$ cat src/design/csd_pkg.sv
/*
 csd_pkg: shared constants, encodings and carrier types for the
 compare-skip / decimal-adjust execution block.
 assumes: 32-bit AXI4-Lite register bus, 12-bit banked data addresses.
*/
package csd_pkg;
	// register byte offsets on the AXI4-Lite bus
	localparam logic [7:0] CSD_OFS_WORK   = 8'h00; // working register
	localparam logic [7:0] CSD_OFS_STATUS = 8'h04; // carry bit0, digit carry bit1
	localparam logic [7:0] CSD_OFS_BANK   = 8'h08; // bank select register
	localparam logic [7:0] CSD_OFS_CFG    = 8'h0C; // bit0 extended set enable
	localparam logic [7:0] CSD_OFS_SKIPS  = 8'h10; // skip counter, read only
	// field positions
	localparam int CSD_ST_CARRY = 0;
	localparam int CSD_ST_DIGIT = 1;
	localparam int CSD_CFG_EXT  = 0;
	// reset values
	localparam logic [7:0] CSD_RST_WORK = 8'h00;
	localparam logic [3:0] CSD_RST_BANK = 4'h0;
	localparam logic [1:0] CSD_RST_SKIP = 2'h0;
	// instruction encodings
	localparam logic [6:0]  CSD_OPC_GT  = 7'h32; // upper byte 0110 010a
	localparam logic [6:0]  CSD_OPC_LT  = 7'h30; // upper byte 0110 000a
	localparam logic [15:0] CSD_OPC_ADJ = 16'h0007;
	// addressing
	localparam logic [7:0] CSD_LIT_MAX      = 8'h5F; // literal-offset window top
	localparam logic [7:0] CSD_ACCESS_SPLIT = 8'h80; // low/high half of access bank
	localparam logic [3:0] CSD_ACCESS_HI    = 4'hF;  // bank of the upper access half
	localparam logic [3:0] CSD_ACCESS_LO    = 4'h0;  // bank of the lower access half
	// decimal adjust constants
	localparam logic [4:0] CSD_BCD_MAX = 5'h09;
	localparam logic [4:0] CSD_BCD_ADJ = 5'h06;
	// skip lengths in instruction cycles
	localparam logic [1:0] CSD_SKIP_ONE = 2'h1;
	localparam logic [1:0] CSD_SKIP_TWO = 2'h2;
	// bus answers
	localparam logic [1:0] CSD_RESP_OKAY   = 2'h0;
	localparam logic [1:0] CSD_RESP_SLVERR = 2'h2;

	// quarter phases, gray order along the cycle
	typedef enum logic [1:0] {
		CSD_Q1 = 2'b00,
		CSD_Q2 = 2'b01,
		CSD_Q3 = 2'b11,
		CSD_Q4 = 2'b10
	} csd_phase_t;

	// decoded operation
	typedef enum logic [1:0] {
		CSD_OP_NONE = 2'b00,
		CSD_OP_GT   = 2'b01,
		CSD_OP_LT   = 2'b11,
		CSD_OP_ADJ  = 2'b10
	} csd_op_t;

	// data memory read request
	typedef struct packed {
		logic        rd;
		logic [11:0] addr;
	} csd_mem_req_t;

	// arithmetic flags touched by decimal adjust
	typedef struct packed {
		logic digit_carry_flag;
		logic carry;
	} csd_flags_t;
endpackage

$ cat src/design/csd_core.sv
/*
 csd_core: execution of the two compare-skip instructions and decimal
 adjust, with an AXI4-Lite slave for working register, flags, bank
 select and configuration.
 assumes: fetch pipeline presents a word in Q1, synchronous data memory
 answers one clock after the Q2 request, all inputs on clk.
*/
// Contract
// - greater compare decoded from 0110 010a
// - skip when byte exceeds working register
// - less compare decoded from 0110 000a
// - skip when byte below working register
// - skip discards fetched word, two cycles
// - two-word victim gives three cycles total
// - skipped cycles do nothing in every phase
// - a=0 access bank, a=1 bank select
// - extended set, a=0, f<=95: indexed
// - decimal adjust decoded from 0007, only carry
// - high nibble plus six plus digit carry
// - decimal adjust completes in one cycle
`timescale 1ns/1ps
module csd_core (
	input  wire logic                  clk,
	input  wire logic                  nrst,
	input  wire logic                  ce,
	// axi4-lite slave
	input  wire logic [7:0]            s_axi_awaddr,
	input  wire logic                  s_axi_awvalid,
	output logic                       s_axi_awready,
	input  wire logic [31:0]           s_axi_wdata,
	input  wire logic [3:0]            s_axi_wstrb,
	input  wire logic                  s_axi_wvalid,
	output logic                       s_axi_wready,
	output logic [1:0]                 s_axi_bresp,
	output logic                       s_axi_bvalid,
	input  wire logic                  s_axi_bready,
	input  wire logic [7:0]            s_axi_araddr,
	input  wire logic                  s_axi_arvalid,
	output logic                       s_axi_arready,
	output logic [31:0]                s_axi_rdata,
	output logic [1:0]                 s_axi_rresp,
	output logic                       s_axi_rvalid,
	input  wire logic                  s_axi_rready,
	// fetch pipeline
	input  wire logic [15:0]           instr_word,
	input  wire logic                  instr_valid,
	input  wire logic                  next_two_word,
	input  wire logic [11:0]           index_base,
	// data memory
	output csd_pkg::csd_mem_req_t      mem_req,
	input  wire logic [7:0]            mem_rdata,
	// pipeline status
	output csd_pkg::csd_phase_t        phase,
	output logic                       squash
);
	import csd_pkg::*;

	// decode helpers, shared by decode and the checks
	function automatic logic is_gt(input logic [15:0] w);
		is_gt = (w[15:9] == CSD_OPC_GT);
	endfunction
	function automatic logic is_lt(input logic [15:0] w);
		is_lt = (w[15:9] == CSD_OPC_LT);
	endfunction

	logic [7:0]  working_register;     // accumulator
	csd_flags_t  flags;                // carry and digit_carry_flag
	logic [3:0]  bank_select_register; // general purpose bank number
	logic        ext_en;               // extended instruction set enable
	logic [7:0]  skips;                // count of skips taken
	csd_op_t     op;                   // operation of this instruction cycle
	logic [7:0]  operand;              // working register taken in Q2 for adjust
	logic        cond;                 // skip condition, valid in Q4
	logic [7:0]  adj_result;           // adjusted value, valid in Q4
	logic        adj_ovf;              // high nibble overflow, valid in Q4
	logic [1:0]  skip_cnt;             // instruction cycles still to discard
	// bus side state
	logic        aw_held;              // write address taken
	logic        w_held;               // write data taken
	logic [7:0]  aw_addr;              // held write address
	logic [31:0] w_data;               // held write data
	logic [3:0]  w_strb;               // held byte enables

	wire         take_word;   // Q1 with a live instruction and no squash
	wire csd_op_t dec_op;     // decode of the presented word
	wire [11:0]  opnd_addr;   // resolved file address
	wire         opnd_lit;    // literal offset mode in use
	wire [7:0]   adj_value;   // decimal adjust result
	wire         adj_carry;   // decimal adjust overflow
	wire         gt_hit;      // byte strictly above working register
	wire         lt_hit;      // byte strictly below working register
	wire         wr_fire;     // both write halves present
	wire         wr_work;     // software write to working register
	wire         wr_status;   // software write to flags
	wire         wr_bank;     // software write to bank select
	wire         wr_cfg;      // software write to configuration
	wire         wr_mapped;   // write address decodes
	wire         rd_fire;     // read address accepted
	wire         rd_mapped;   // read address decodes
	wire [31:0]  rd_mux;      // selected read data
	wire         hw_work_we;  // decimal adjust writes back in Q4
	wire         skip_now;    // compare hit at the Q4 edge
	assign squash    = (skip_cnt != CSD_RST_SKIP);
	// a word presented while a skip runs is discarded, not decoded
	assign take_word = ce && (phase == CSD_Q1) && instr_valid && !squash;
	assign dec_op    = is_gt(instr_word) ? CSD_OP_GT :
	                   is_lt(instr_word) ? CSD_OP_LT :
	                   (instr_word == CSD_OPC_ADJ) ? CSD_OP_ADJ : CSD_OP_NONE;
	// unsigned compare of byte against the working register
	assign gt_hit     = (mem_rdata > working_register);
	assign lt_hit     = (mem_rdata < working_register);
	assign hw_work_we = ce && (phase == CSD_Q4) && (op == CSD_OP_ADJ);
	assign skip_now   = ce && (phase == CSD_Q4) && (op == CSD_OP_GT || op == CSD_OP_LT) && cond;
	csd_opnd_addr u_addr (
		.f_addr               (instr_word[7:0]),
		.a_bit                (instr_word[8]),
		.ext_en               (ext_en),
		.bank_select_register (bank_select_register),
		.index_base           (index_base),
		.addr                 (opnd_addr),
		.lit_mode             (opnd_lit)
	);
	csd_dec_adjust u_adj (
		.acc_in    (operand),
		.flags_in  (flags),
		.acc_out   (adj_value),
		.carry_set (adj_carry)
	);
	// quarter phase sequencer, free running while enabled
	always_ff @(posedge clk or negedge nrst)
	begin
		if (!nrst)
			phase <= CSD_Q1;
		else if (ce)
		begin
			case (phase)
				CSD_Q1:  phase <= CSD_Q2;
				CSD_Q2:  phase <= CSD_Q3;
				CSD_Q3:  phase <= CSD_Q4;
				CSD_Q4:  phase <= CSD_Q1;
				default: phase <= CSD_Q1;
			endcase
		end
	end
	// Q1 decode; operation held for the rest of the cycle
	always_ff @(posedge clk or negedge nrst)
	begin
		if (!nrst)
			op <= CSD_OP_NONE;
		else if (ce && phase == CSD_Q1)
			op <= take_word ? dec_op : CSD_OP_NONE;
	end
	// Q2 read: file byte for a compare, issued from the Q1 edge
	always_ff @(posedge clk or negedge nrst)
	begin
		if (!nrst)
			mem_req <= '0;
		else if (ce)
		begin
			mem_req.rd   <= take_word && (dec_op == CSD_OP_GT || dec_op == CSD_OP_LT);
			mem_req.addr <= take_word ? opnd_addr : mem_req.addr;
		end
	end
	// Q2 operand: working register for adjust; Q3 compare outcome taken from the memory byte
	always_ff @(posedge clk or negedge nrst)
	begin
		if (!nrst)
		begin
			operand <= CSD_RST_WORK;
			cond    <= 1'b0;
		end
		else if (ce && phase == CSD_Q2 && op == CSD_OP_ADJ)
			operand <= working_register;
		else if (ce && phase == CSD_Q3)
			cond <= (op == CSD_OP_GT) ? gt_hit : (op == CSD_OP_LT) ? lt_hit : 1'b0;
	end
	// Q3 process for decimal adjust
	always_ff @(posedge clk or negedge nrst)
	begin
		if (!nrst)
		begin
			adj_result <= CSD_RST_WORK;
			adj_ovf    <= 1'b0;
		end
		else if (ce && phase == CSD_Q3 && op == CSD_OP_ADJ)
		begin
			adj_result <= adj_value;
			adj_ovf    <= adj_carry;
		end
	end
	// skip length: one discarded cycle, two when the victim is two words
	always_ff @(posedge clk or negedge nrst)
	begin
		if (!nrst)
			skip_cnt <= CSD_RST_SKIP;
		else if (skip_now)
			skip_cnt <= next_two_word ? CSD_SKIP_TWO : CSD_SKIP_ONE;
		else if (ce && phase == CSD_Q4 && squash)
			skip_cnt <= skip_cnt - 2'h1;
	end

	// skip statistics for software
	always_ff @(posedge clk or negedge nrst)
	begin
		if (!nrst)
			skips <= 8'h00;
		else if (skip_now)
			skips <= skips + 8'h01;
	end
	// bus write decode
	assign wr_fire   = aw_held && w_held && !s_axi_bvalid;
	assign wr_work   = wr_fire && (aw_addr == CSD_OFS_WORK) && w_strb[0];
	assign wr_status = wr_fire && (aw_addr == CSD_OFS_STATUS) && w_strb[0];
	assign wr_bank   = wr_fire && (aw_addr == CSD_OFS_BANK) && w_strb[0];
	assign wr_cfg    = wr_fire && (aw_addr == CSD_OFS_CFG) && w_strb[0];
	assign wr_mapped = (aw_addr == CSD_OFS_WORK) || (aw_addr == CSD_OFS_STATUS) ||
	                   (aw_addr == CSD_OFS_BANK) || (aw_addr == CSD_OFS_CFG) ||
	                   (aw_addr == CSD_OFS_SKIPS);
	// working register: the instruction write-back wins over software
	always_ff @(posedge clk or negedge nrst)
	begin
		if (!nrst)
			working_register <= CSD_RST_WORK;
		else if (hw_work_we)
			working_register <= adj_result;
		else if (wr_work)
			working_register <= w_data[7:0];
	end
	// flags: only carry is changed by the instructions, set beats clear
	always_ff @(posedge clk or negedge nrst)
	begin
		if (!nrst)
			flags <= '0;
		else
		begin
			if (wr_status)
				flags <= {w_data[CSD_ST_DIGIT], w_data[CSD_ST_CARRY]};
			if (hw_work_we && adj_ovf)
				flags.carry <= 1'b1;
		end
	end
	// configuration registers
	always_ff @(posedge clk or negedge nrst)
	begin
		if (!nrst)
		begin
			bank_select_register <= CSD_RST_BANK;
			ext_en               <= 1'b0;
		end
		else
		begin
			if (wr_bank)
				bank_select_register <= w_data[3:0];
			if (wr_cfg)
				ext_en <= w_data[CSD_CFG_EXT];
		end
	end

	// write channel capture, either order, one write in flight
	assign s_axi_awready = !aw_held && !s_axi_bvalid;
	assign s_axi_wready  = !w_held && !s_axi_bvalid;
	always_ff @(posedge clk or negedge nrst)
	begin
		if (!nrst)
		begin
			aw_held      <= 1'b0;
			w_held       <= 1'b0;
			aw_addr      <= 8'h00;
			w_data       <= 32'h0000_0000;
			w_strb       <= 4'h0;
			s_axi_bvalid <= 1'b0;
			s_axi_bresp  <= CSD_RESP_OKAY;
		end
		else
		begin
			if (s_axi_awvalid && s_axi_awready)
			begin
				aw_held <= 1'b1;
				aw_addr <= s_axi_awaddr;
			end
			if (s_axi_wvalid && s_axi_wready)
			begin
				w_held <= 1'b1;
				w_data <= s_axi_wdata;
				w_strb <= s_axi_wstrb;
			end
			if (wr_fire)
			begin
				aw_held      <= 1'b0;
				w_held       <= 1'b0;
				s_axi_bvalid <= 1'b1;
				s_axi_bresp  <= wr_mapped ? CSD_RESP_OKAY : CSD_RESP_SLVERR;
			end
			else if (s_axi_bvalid && s_axi_bready)
				s_axi_bvalid <= 1'b0;
		end
	end

	// read channel: registered data, unmapped reads zero with an error
	assign rd_fire   = s_axi_arvalid && s_axi_arready;
	assign s_axi_arready = !s_axi_rvalid;
	assign rd_mapped = (s_axi_araddr == CSD_OFS_WORK) || (s_axi_araddr == CSD_OFS_STATUS) ||
	                   (s_axi_araddr == CSD_OFS_BANK) || (s_axi_araddr == CSD_OFS_CFG) ||
	                   (s_axi_araddr == CSD_OFS_SKIPS);
	assign rd_mux    = (s_axi_araddr == CSD_OFS_WORK)   ? {24'h0, working_register} :
	                   (s_axi_araddr == CSD_OFS_STATUS) ? {30'h0, flags} :
	                   (s_axi_araddr == CSD_OFS_BANK)   ? {28'h0, bank_select_register} :
	                   (s_axi_araddr == CSD_OFS_CFG)    ? {31'h0, ext_en} :
	                   (s_axi_araddr == CSD_OFS_SKIPS)  ? {24'h0, skips} : 32'h0000_0000;
	always_ff @(posedge clk or negedge nrst)
	begin
		if (!nrst)
		begin
			s_axi_rvalid <= 1'b0;
			s_axi_rdata  <= 32'h0000_0000;
			s_axi_rresp  <= CSD_RESP_OKAY;
		end
		else if (rd_fire)
		begin
			s_axi_rvalid <= 1'b1;
			s_axi_rdata  <= rd_mux;
			s_axi_rresp  <= rd_mapped ? CSD_RESP_OKAY : CSD_RESP_SLVERR;
		end
		else if (s_axi_rvalid && s_axi_rready)
			s_axi_rvalid <= 1'b0;
	end

	// checks
	gt_decode_a: assert property (@(posedge clk) disable iff (!nrst)
		(take_word && instr_word[15:9] == CSD_OPC_GT) |=> (op == CSD_OP_GT))
		else $error("greater compare not decoded");
	lt_decode_a: assert property (@(posedge clk) disable iff (!nrst)
		(take_word && instr_word[15:9] == CSD_OPC_LT) |=> (op == CSD_OP_LT))
		else $error("less compare not decoded");
	gt_skip_a: assert property (@(posedge clk) disable iff (!nrst)
		(ce && phase == CSD_Q3 && op == CSD_OP_GT) |=> (cond == ($past(mem_rdata) > $past(working_register))))
		else $error("greater compare outcome wrong");
	lt_skip_a: assert property (@(posedge clk) disable iff (!nrst)
		(ce && phase == CSD_Q3 && op == CSD_OP_LT) |=> (cond == ($past(mem_rdata) < $past(working_register))))
		else $error("less compare outcome wrong");
	skip_one_a: assert property (@(posedge clk) disable iff (!nrst)
		(skip_now && !next_two_word) |=> (skip_cnt == 2'h1))
		else $error("single skip length wrong");
	skip_two_a: assert property (@(posedge clk) disable iff (!nrst)
		(skip_now && next_two_word) |=> (skip_cnt == 2'h2) ##0 (squash [*4]))
		else $error("double skip length wrong");
	skip_quiet_a: assert property (@(posedge clk) disable iff (!nrst)
		(squash && phase == CSD_Q1 && ce) |=> (!mem_req.rd && op == CSD_OP_NONE))
		else $error("skipped cycle did work");
	bank_addr_a: assert property (@(posedge clk) disable iff (!nrst)
		(take_word && is_gt(instr_word) && instr_word[8])
		|=> (mem_req.rd && mem_req.addr == {$past(bank_select_register), $past(instr_word[7:0])}))
		else $error("banked address wrong");
	lit_addr_a: assert property (@(posedge clk) disable iff (!nrst)
		(take_word && opnd_lit && is_lt(instr_word))
		|=> (mem_req.addr == $past(index_base) + {4'h0, $past(instr_word[7:0])}))
		else $error("indexed address wrong");
	adj_cycle_a: assert property (@(posedge clk) disable iff (!nrst)
		(take_word && instr_word == CSD_OPC_ADJ && ce) ##1 ce [*3]
		|=> (working_register == $past(adj_result)))
		else $error("adjust not written in Q4");
	adj_carry_a: assert property (@(posedge clk) disable iff (!nrst)
		(hw_work_we && adj_ovf) |=> flags.carry)
		else $error("adjust carry not set");
endmodule

$ cat src/design/csd_opnd_addr.sv
/*
 csd_opnd_addr: forms the 12-bit data memory address of a file operand.
 assumes: purely combinational, inputs from the core clock domain.
*/
`timescale 1ns/1ps
module csd_opnd_addr (
	input  wire logic [7:0]  f_addr,
	input  wire logic        a_bit,
	input  wire logic        ext_en,
	input  wire logic [3:0]  bank_select_register,
	input  wire logic [11:0] index_base,
	output logic      [11:0] addr,
	output logic             lit_mode
);
	import csd_pkg::*;

	wire [11:0] bank_addr;   // banked general purpose address
	wire [11:0] access_addr; // fixed access bank address
	wire [11:0] index_addr;  // literal offset from index base

	// literal offset only for a=0 low window with extended set on
	assign lit_mode    = ext_en && !a_bit && (f_addr <= CSD_LIT_MAX);
	assign bank_addr   = {bank_select_register, f_addr};
	// access bank splits into the bottom of bank 0 and the top of the last bank
	assign access_addr = (f_addr < CSD_ACCESS_SPLIT) ? {CSD_ACCESS_LO, f_addr}
	                                                 : {CSD_ACCESS_HI, f_addr};
	assign index_addr  = index_base + {4'h0, f_addr};
	assign addr        = lit_mode ? index_addr : (a_bit ? bank_addr : access_addr);
endmodule

$ cat src/design/csd_dec_adjust.sv
/*
 csd_dec_adjust: packed BCD correction of the working register.
 assumes: purely combinational; caller registers the result.
*/
`timescale 1ns/1ps
module csd_dec_adjust (
	input  wire logic [7:0]        acc_in,
	input  wire csd_pkg::csd_flags_t flags_in,
	output logic      [7:0]        acc_out,
	output logic                   carry_set
);
	import csd_pkg::*;

	wire [4:0] lo_sum;  // low nibble, widened
	wire [4:0] lo_fix;  // low nibble after correction
	wire [4:0] hi_base; // high nibble plus digit carry
	wire [4:0] hi_fix;  // high nibble after correction

	assign lo_sum  = {1'b0, acc_in[3:0]};
	// low digit corrected when out of range or after a digit carry
	assign lo_fix  = ((lo_sum > CSD_BCD_MAX) || flags_in.digit_carry_flag) ? lo_sum + CSD_BCD_ADJ : lo_sum;
	assign hi_base = {1'b0, acc_in[7:4]} + {4'h0, flags_in.digit_carry_flag};
	assign hi_fix  = ((hi_base > CSD_BCD_MAX) || flags_in.carry) ? hi_base + CSD_BCD_ADJ : hi_base;
	// only four bits survive in each nibble, high nibble overflow becomes carry
	assign acc_out   = {hi_fix[3:0], lo_fix[3:0]};
	assign carry_set = hi_fix[4];
endmodule

$ cat config.mk
export PLATFORM = sky130hd
export DESIGN_NAME = csd_core
export DESIGN_NICKNAME = d
export VERILOG_FILES = /design/src/design/csd_pkg.sv /design/src/design/csd_core.sv /design/src/design/csd_opnd_addr.sv /design/src/design/csd_dec_adjust.sv
export SDC_FILE = /design/constraint.sdc
export NUM_CORES = 1
export LEC_CHECK = 0
export BUFFER_PORTS_ARGS = -buffer_cell sky130_fd_sc_hd__buf_2
export CELL_PAD_IN_SITES_DETAIL_PLACEMENT = 2
export CELL_PAD_IN_SITES_GLOBAL_PLACEMENT = 2
export CORE_MARGIN = 10
export CORE_UTILIZATION = 35
export CTS_BUF_LIST = sky130_fd_sc_hd__clkbuf_8
export CTS_CLUSTER_SIZE = 20
export DETAILED_ROUTE_END_ITERATION = 8
export PLACE_DENSITY_LB_ADDON = 0.25
export SYNTH_ARGS = -nofsm -noshare
export SYNTH_HDL_FRONTEND = slang
export SYNTH_SLANG_ARGS = --single-unit
export TNS_END_PERCENT = 5
$ cat constraint.sdc
create_clock -name clk -period 2.45 [get_ports clk]
set_input_delay 0 -clock clk [delete_from_list [all_inputs] [get_ports clk]]
set_output_delay 0 -clock clk [all_outputs]
set_load 0.01 [all_outputs]
==> flow_summary.yaml, run 1 <==
timing:
  rsz0062_at_grt: "no"
  fin_crit_ps: 2302
  hold_viol_final: 0
  max_freq_mhz: 434.5
  finalCritPeriodShare_pct: 93.94
  setup_slack_ps: 148.5
  maxSlewHeadroom_pct: 28.41
  finalClockSkew_ps: 11.13
  tightestPinTransition_ps: 1074
  setup_total_negative_slack_ps: 0
  final-setup-viol-count: 0
  slew_violations: 0
synthesis:
  synth_ff_type: "dfrtp_1"
  ys_ff_latch: 91
  yosys_warnings: 0
  syn-mean-instance-area_sq_um: 9.956
  synthArstFlopShare_pct: 100.0
  syn_area_sq_mm: 0.005087
  synth-edff-count: 0
  ys_seq_area_share_pct: 44.76
  syn_inst: 511
  ys_types: 54
setup_path:
  crit_chain: "nor2_4 > and2_4 > nand3_4 > or4_4 > o31ai_1 > dlygate4sd3_1"
  crit_buf_inv: 1
  path_max_fanout: 14
  critPathLaunch: "phase[0]"
  crit_arrival_ps: 2630
  max_stage_delay_ps: 570
  cp-start-kind: "flip-flop"
  path_class: "reg -> reg"
  required_ps: 2780
  cp-end-kind: "flip-flop"
  r2r-start: "phase[0]"
  crit_slowest_cell: "dlygate4sd3_1"
  path_delay_family: "simple AND/OR/NAND/NOR gates"
pwr:
  power_density_mw_per_mm2: 708.1
  p_leak_nw: 2.993
  ir_worst_vdd_uv: 284.2
  pwr-share-clk_pct: 23.5
  p_switching_w: 0.001630
  p_sw_share_pct: 36.57
  p_seq_share_pct: 47.7
  power.internal_w: 0.002827
  p_comb_share_pct: 28.8
  p_total_w: 0.004457
floorplanning:
  boundaryPins: 155
  core.rowCount: 44
  start_util_pct: 35.41
  die_h_um: 140.6
  core-area_sq_mm: 0.01437
  dieWidth_um: 140.6
  die_area_sq_mm: 0.01976
placed_design:
  gp_routability_congestion: 0.8233
  place_area_sq_mm: 0.005698
  place_ws_ps: 274.7
  hpwl_um: 12240
  port_buffers: 101
clock_network:
  cts_buffers: 9
  cts-root-buf: "clkbuf_8"
  clock_sinks: 91
  clk_latency_ps: 400
  cts_tree: "yes"
  cts_buffer_depth: 2
  htreeDepth: 3
  path_clk_slew_ps: 100
global_routing:
  overflow: 0
  grt_pass1_vias: 4993
  grt_max_degree: 43
  grt_pass1_wl_um: 27450
  antenna_found_initial: 2
  grt.total_usage_pct: 17.05
detailed_routing:
  ant_nets: 0
  drtPass1Iterations: 4
  viasPerCell: 5.095
  routed_wl_um: 16490
  routedWlPerCell_um: 19.61
  drc: 0
  drt_iter0_markers: 194
  vias: 4285
layout:
  drive_gt1_share_pct: 25.91
  final_common_cell: "buf_2"
  final_cell_area_sq_mm: 0.006295
  syn2layout_area_growth_pct: 23.73
  seqCellArea_sq_mm: 0.002277
  multiInputGateArea_sq_mm: 0.002545
  fillers: 1570
  nets: 772
  final_cell_mix: "100 x buf_2, 91 x dfrtp_1, 57 x nand2_1"
run_status:
  status: "complete, no violations"
hold_path:
  hold_path.class: "in -> reg"
  hold_path.startpoint: "index_base[8]"
job:
  max-cap-violations: 0
==> logic make-up after synthesis <==
group,synth area share (%)
other,0.07371
buffers and inverters,7.108
DFF,44.76
AOI/OAI and AO/OA,12.62
xor gates and xnor gates,3.615
adders and majority gates,5.804
muxes,11.12
and+or+nand+nor,14.90
==> worst reg2reg max path: stages (launching register included) <==
cell and delay [ps]:
dfrtp_1 510, nor2_4 160, and2_4 170, nand3_4 180, or4_4 480, o31ai_1 200, dlygate4sd3_1 570
==> power groups by stage <==
stage                     clock, W  combinational (W)  sequential (W)
after floorplan                  0           0.000784         0.00209
after global placement           0            0.00116         0.00213
after detailed placement         0            0.00123         0.00216
after CTS                  0.00107            0.00128         0.00213
after global routing       0.00114            0.00145         0.00219
final                      0.00105            0.00128         0.00212
==> layer usage <==
metal	share of wire (%)	track usage [%]	routed length [um]	up-vias
met3	3.6	3.245	592	20
met5	0.042	0	7	-
met4	1.9	6.250	310	2
met1	43	20.38	7067	2144
met2	52	29.63	8514	99
li1	-	-	-	2020
==> synthesized netlist by cell type, types with 2 or more instances <==
library cell,n,area (sq um)
a21o_1,5,37.54
a21oi_1,32,160.2
a22oi_1,4,30.03
a31oi_1,7,43.79
and3_1,3,18.77
buf_2,4,20.02
buf_4,28,210.2
clkbuf_1,10,37.54
dfrtp_1,91,2277
ha_1,22,275.3
inv_1,22,82.58
mux2_2,36,405.4
mux2i_1,16,160.2
nand2_1,57,214.0
nand2b_1,3,18.77
nand3_1,10,50.05
nand3b_1,6,45.04
nand4_1,7,43.79
nor2_1,37,138.9
nor2b_1,9,56.30
nor3_1,5,25.02
nor3b_1,2,15.01
nor3b_2,2,25.02
nor4_1,2,12.51
o2111ai_1,2,17.52
o211ai_1,3,22.52
o21a_1,3,22.52
o21ai_0,31,155.2
o221ai_1,2,17.52
o22ai_1,3,18.77
o31ai_1,5,37.54
xnor2_1,10,87.58
xor2_1,11,96.34
==> final timing paths <==
| path | to | slack, ps | cells past startpoint |
|---|---|---|---|
| max reg2reg | op[1] | 150 | 6 |
| max in group asynchronous | skip_cnt[1] | 1630 | 3 |
| min in group asynchronous | s_axi_rdata[5] | 140 | 2 |
| max | op[1] | 150 | 6 |
| min | mem_req[8] | 10 | 3 |
| min reg2reg | mem_req[2] | 480 | 2 |
==> area by class of cell <==
| type | instances | share of cell area [%] |
|---|---|---|
| antenna | 1 | 0.03975 |
| clock inverter | 7 | 1.073 |
| tap | 184 | 3.657 |
| timing repair buffer | 147 | 15.34 |
| sequential | 91 | 36.18 |
| clock buffer | 9 | 1.968 |
| inverter | 22 | 1.312 |
| multi-input combinational | 380 | 40.43 |
==> registers in the layout (all words and copies together), names as in the netlist, 2 cells and up <==
signal                count
mem_req                  13
s_axi_rdata               8
skip_cnt                  2
skips                     8
flags                     2
operand                   8
working_register          8
w_data                    8
op                        2
aw_addr                   8
phase                     2
adj_result                8
bank_select_register      4
==> through the flow <==
| step | cells | utilization (%) | hold slack, ps |
|---|---|---|---|
| floorplan | 536 | - | -295.6 |
| global placement | 784 | 39.66 | 19.61 |
| detailed placement | 784 | 39.66 | 34.39 |
| CTS | 840 | 43.77 | 2.236 |
| global route | 841 | 43.81 | 23.47 |
| finish | 841 | 43.81 | 11.22 |
==> timing repair <==
item,in CTS,in global routing
setup buffers,0,0
hold buffers,40,0
endpoints found under the hold margin,76,0
resized for setup,0,1
setup endpoints to repair,0,1
Power figures use the tool's default switching activity.
==> run 2: changes to the inputs <==
- CORE_UTILIZATION: 35 -> 34
- CTS_BUF_LIST: sky130_fd_sc_hd__clkbuf_8 -> default
==> flow_summary.yaml, run 2 (same netlist as run 1, synthesis figures left out) <==
timing:
  tightestPinTransition_ps: 734.4
  rsz0062_at_grt: "no"
  holdWs_ps: -0.9927
  max_freq_mhz: 437.7
  setup_total_negative_slack_ps: 0
  fin_crit_ps: 2285
  maxSlewHeadroom_pct: 51.04
  finalCritPeriodShare_pct: 93.25
  finalClockSkew_ps: 9.736
  setup_slack_ps: 165.4
  final-setup-viol-count: 0
  hold_viol_final: 1
  slew_violations: 0
setup_path:
  cp-start-kind: "flip-flop"
  crit_chain: "nor2_4 > and2_4 > nand3_4 > or4_4 > o31ai_1 > dlygate4sd3_1"
  crit_slowest_cell: "dlygate4sd3_1"
  cp-end-kind: "flip-flop"
  path_class: "reg -> reg"
  path_max_fanout: 14
  critPathLaunch: "phase[0]"
  r2r-start: "phase[0]"
  crit_arrival_ps: 2580
  required_ps: 2740
  max_stage_delay_ps: 580
clock_network:
  clock_sinks: 91
  clk_latency_ps: 360
  cts_tree: "yes"
  cts_buffers: 9
  path_clk_slew_ps: 70
  cts-root-buf: "clkbuf_16"
  cts_buffer_depth: 2
  htreeDepth: 3
global_routing:
  grt.total_usage_pct: 15.84
  overflow: 0
  antenna_found_initial: 1
  grt_pass1_wl_um: 25790
  grt_max_degree: 56
  grt_pass1_vias: 4877
floorplanning:
  die_area_sq_mm: 0.02026
  boundaryPins: 155
  core-area_sq_mm: 0.01459
  start_util_pct: 34.87
  core.rowCount: 44
  die_h_um: 142.3
  dieWidth_um: 142.3
pwr:
  ir_worst_vdd_uv: 407.9
  power_density_mw_per_mm2: 755.1
  p_leak_nw: 3.005
detailed_routing:
  drt_iter0_markers: 175
  top_layer_used: "met5"
  vias: 4281
  m1WireLength_um: 6679
  routedWlPerCell_um: 19.04
  viasPerCell: 5.133
  dr_wl_met2_um: 8046
  routed_wl_um: 15880
  route.met3.wl_um: 871
  drc: 0
  ant_nets: 0
  drtPass1Iterations: 4
layout:
  utilization_pct: 43.28
  fillers: 1605
  final_common_cell: "buf_2"
  final_cell_mix: "100 x buf_2, 91 x dfrtp_1, 57 x nand2_1"
  nets: 766
  syn2layout_area_growth_pct: 24.13
  largest_reg_flops: 13
  antennaDiodeCount: 0
  drive_gt1_share_pct: 26.62
  top_register: "mem_req"
placed_design:
  port_buffers: 101
  gp_routability_congestion: 0.8307
  place_ws_ps: 480.6
  hpwl_um: 11880
job:
  max-cap-violations: 0
run_status:
  status: "finished with violations"
  violations: "hold timing"
hold_path:
  hold_path.class: "in -> reg"
  hold_path.startpoint: "instr_word[2]"
==> run 2: cell types whose count changed in the layout (fill, tap and decap cells not counted), sizes merged <==
| cell | delta |
|---|---|
| diode | -1 |
| clkinvlp | +2 |
| clkbuf | +1 |
| dlygate4sd3 | -9 |
| clkinv | -3 |
| buf | +3 |
==> run 2: stage by stage <==
stage	instances	area, sq um	power [W]	hold WS [ps]
2_1_floorplan	536	5181	0.002874	-295.6
6_report	834	6315	0.004768	-0.9927
3_5_place_dp	787	5708	0.003379	112.6
5_1_grt	834	6315	0.005118	19.23
4_1_cts	834	6312	0.004841	0.1364
3_3_place_gp	787	5708	0.003288	111.6
==> run 2: final cells by class <==
type | instances | area (sq um) | area share (%)
Timing Repair Buffer | 141 | 885.9 | 14.03
Clock inverter | 6 | 55.05 | 0.8718
Multi-Input combinational cell | 380 | 2545 | 40.30
Sequential cell | 91 | 2277 | 36.06
Clock buffer | 10 | 239.0 | 3.784
Inverter | 22 | 82.58 | 1.308
Tap cell | 184 | 230.2 | 3.646
==> run 2: routing by layer <==
| metal | GRT usage (%) | vias to the layer above |
|---|---|---|
| li1 | - | 2010 |
| met1 | 18.56 | 2140 |
| met2 | 27.16 | 109 |
| met3 | 4.640 | 20 |
| met4 | 5.112 | 2 |
| met5 | 0 | - |
==> run 2: worst paths after layout <==
path / slack, ps / cells past startpoint / endpoint
min in group asynchronous: 260 / 2 / s_axi_rdata[5]
max in group asynchronous: 1540 / 3 / w_data[5]
hold / removal: -1 / 3 / mem_req[2]
setup reg to reg: 170 / 6 / op[1]
setup / recovery: 170 / 6 / op[1]
hold reg to reg: 480 / 2 / s_axi_rdata[3]
==> run 2: worst max-delay path: cells and delay by family (launching register included) <==
kind            cells  cell delay, ps
simple gates        4             960
buf+inv             1             580
flops               1             490
compound gates      1             190
==> run 2: power breakdown <==
part           total [W]  internal, W  switching, W
sequential       0.00212      0.00183      0.000294
combinational    0.00125     0.000595      0.000656
clock            0.00139     0.000738      0.000655
==> run 2: timing repair <==
action | 4_1_cts | 5_1_grt
buffers inserted | 0 | 0
resized for setup | 0 | 1
hold buffers | 31 | 0
endpoints found under the hold margin | 80 | 0
endpoints found under the setup margin | 0 | 1
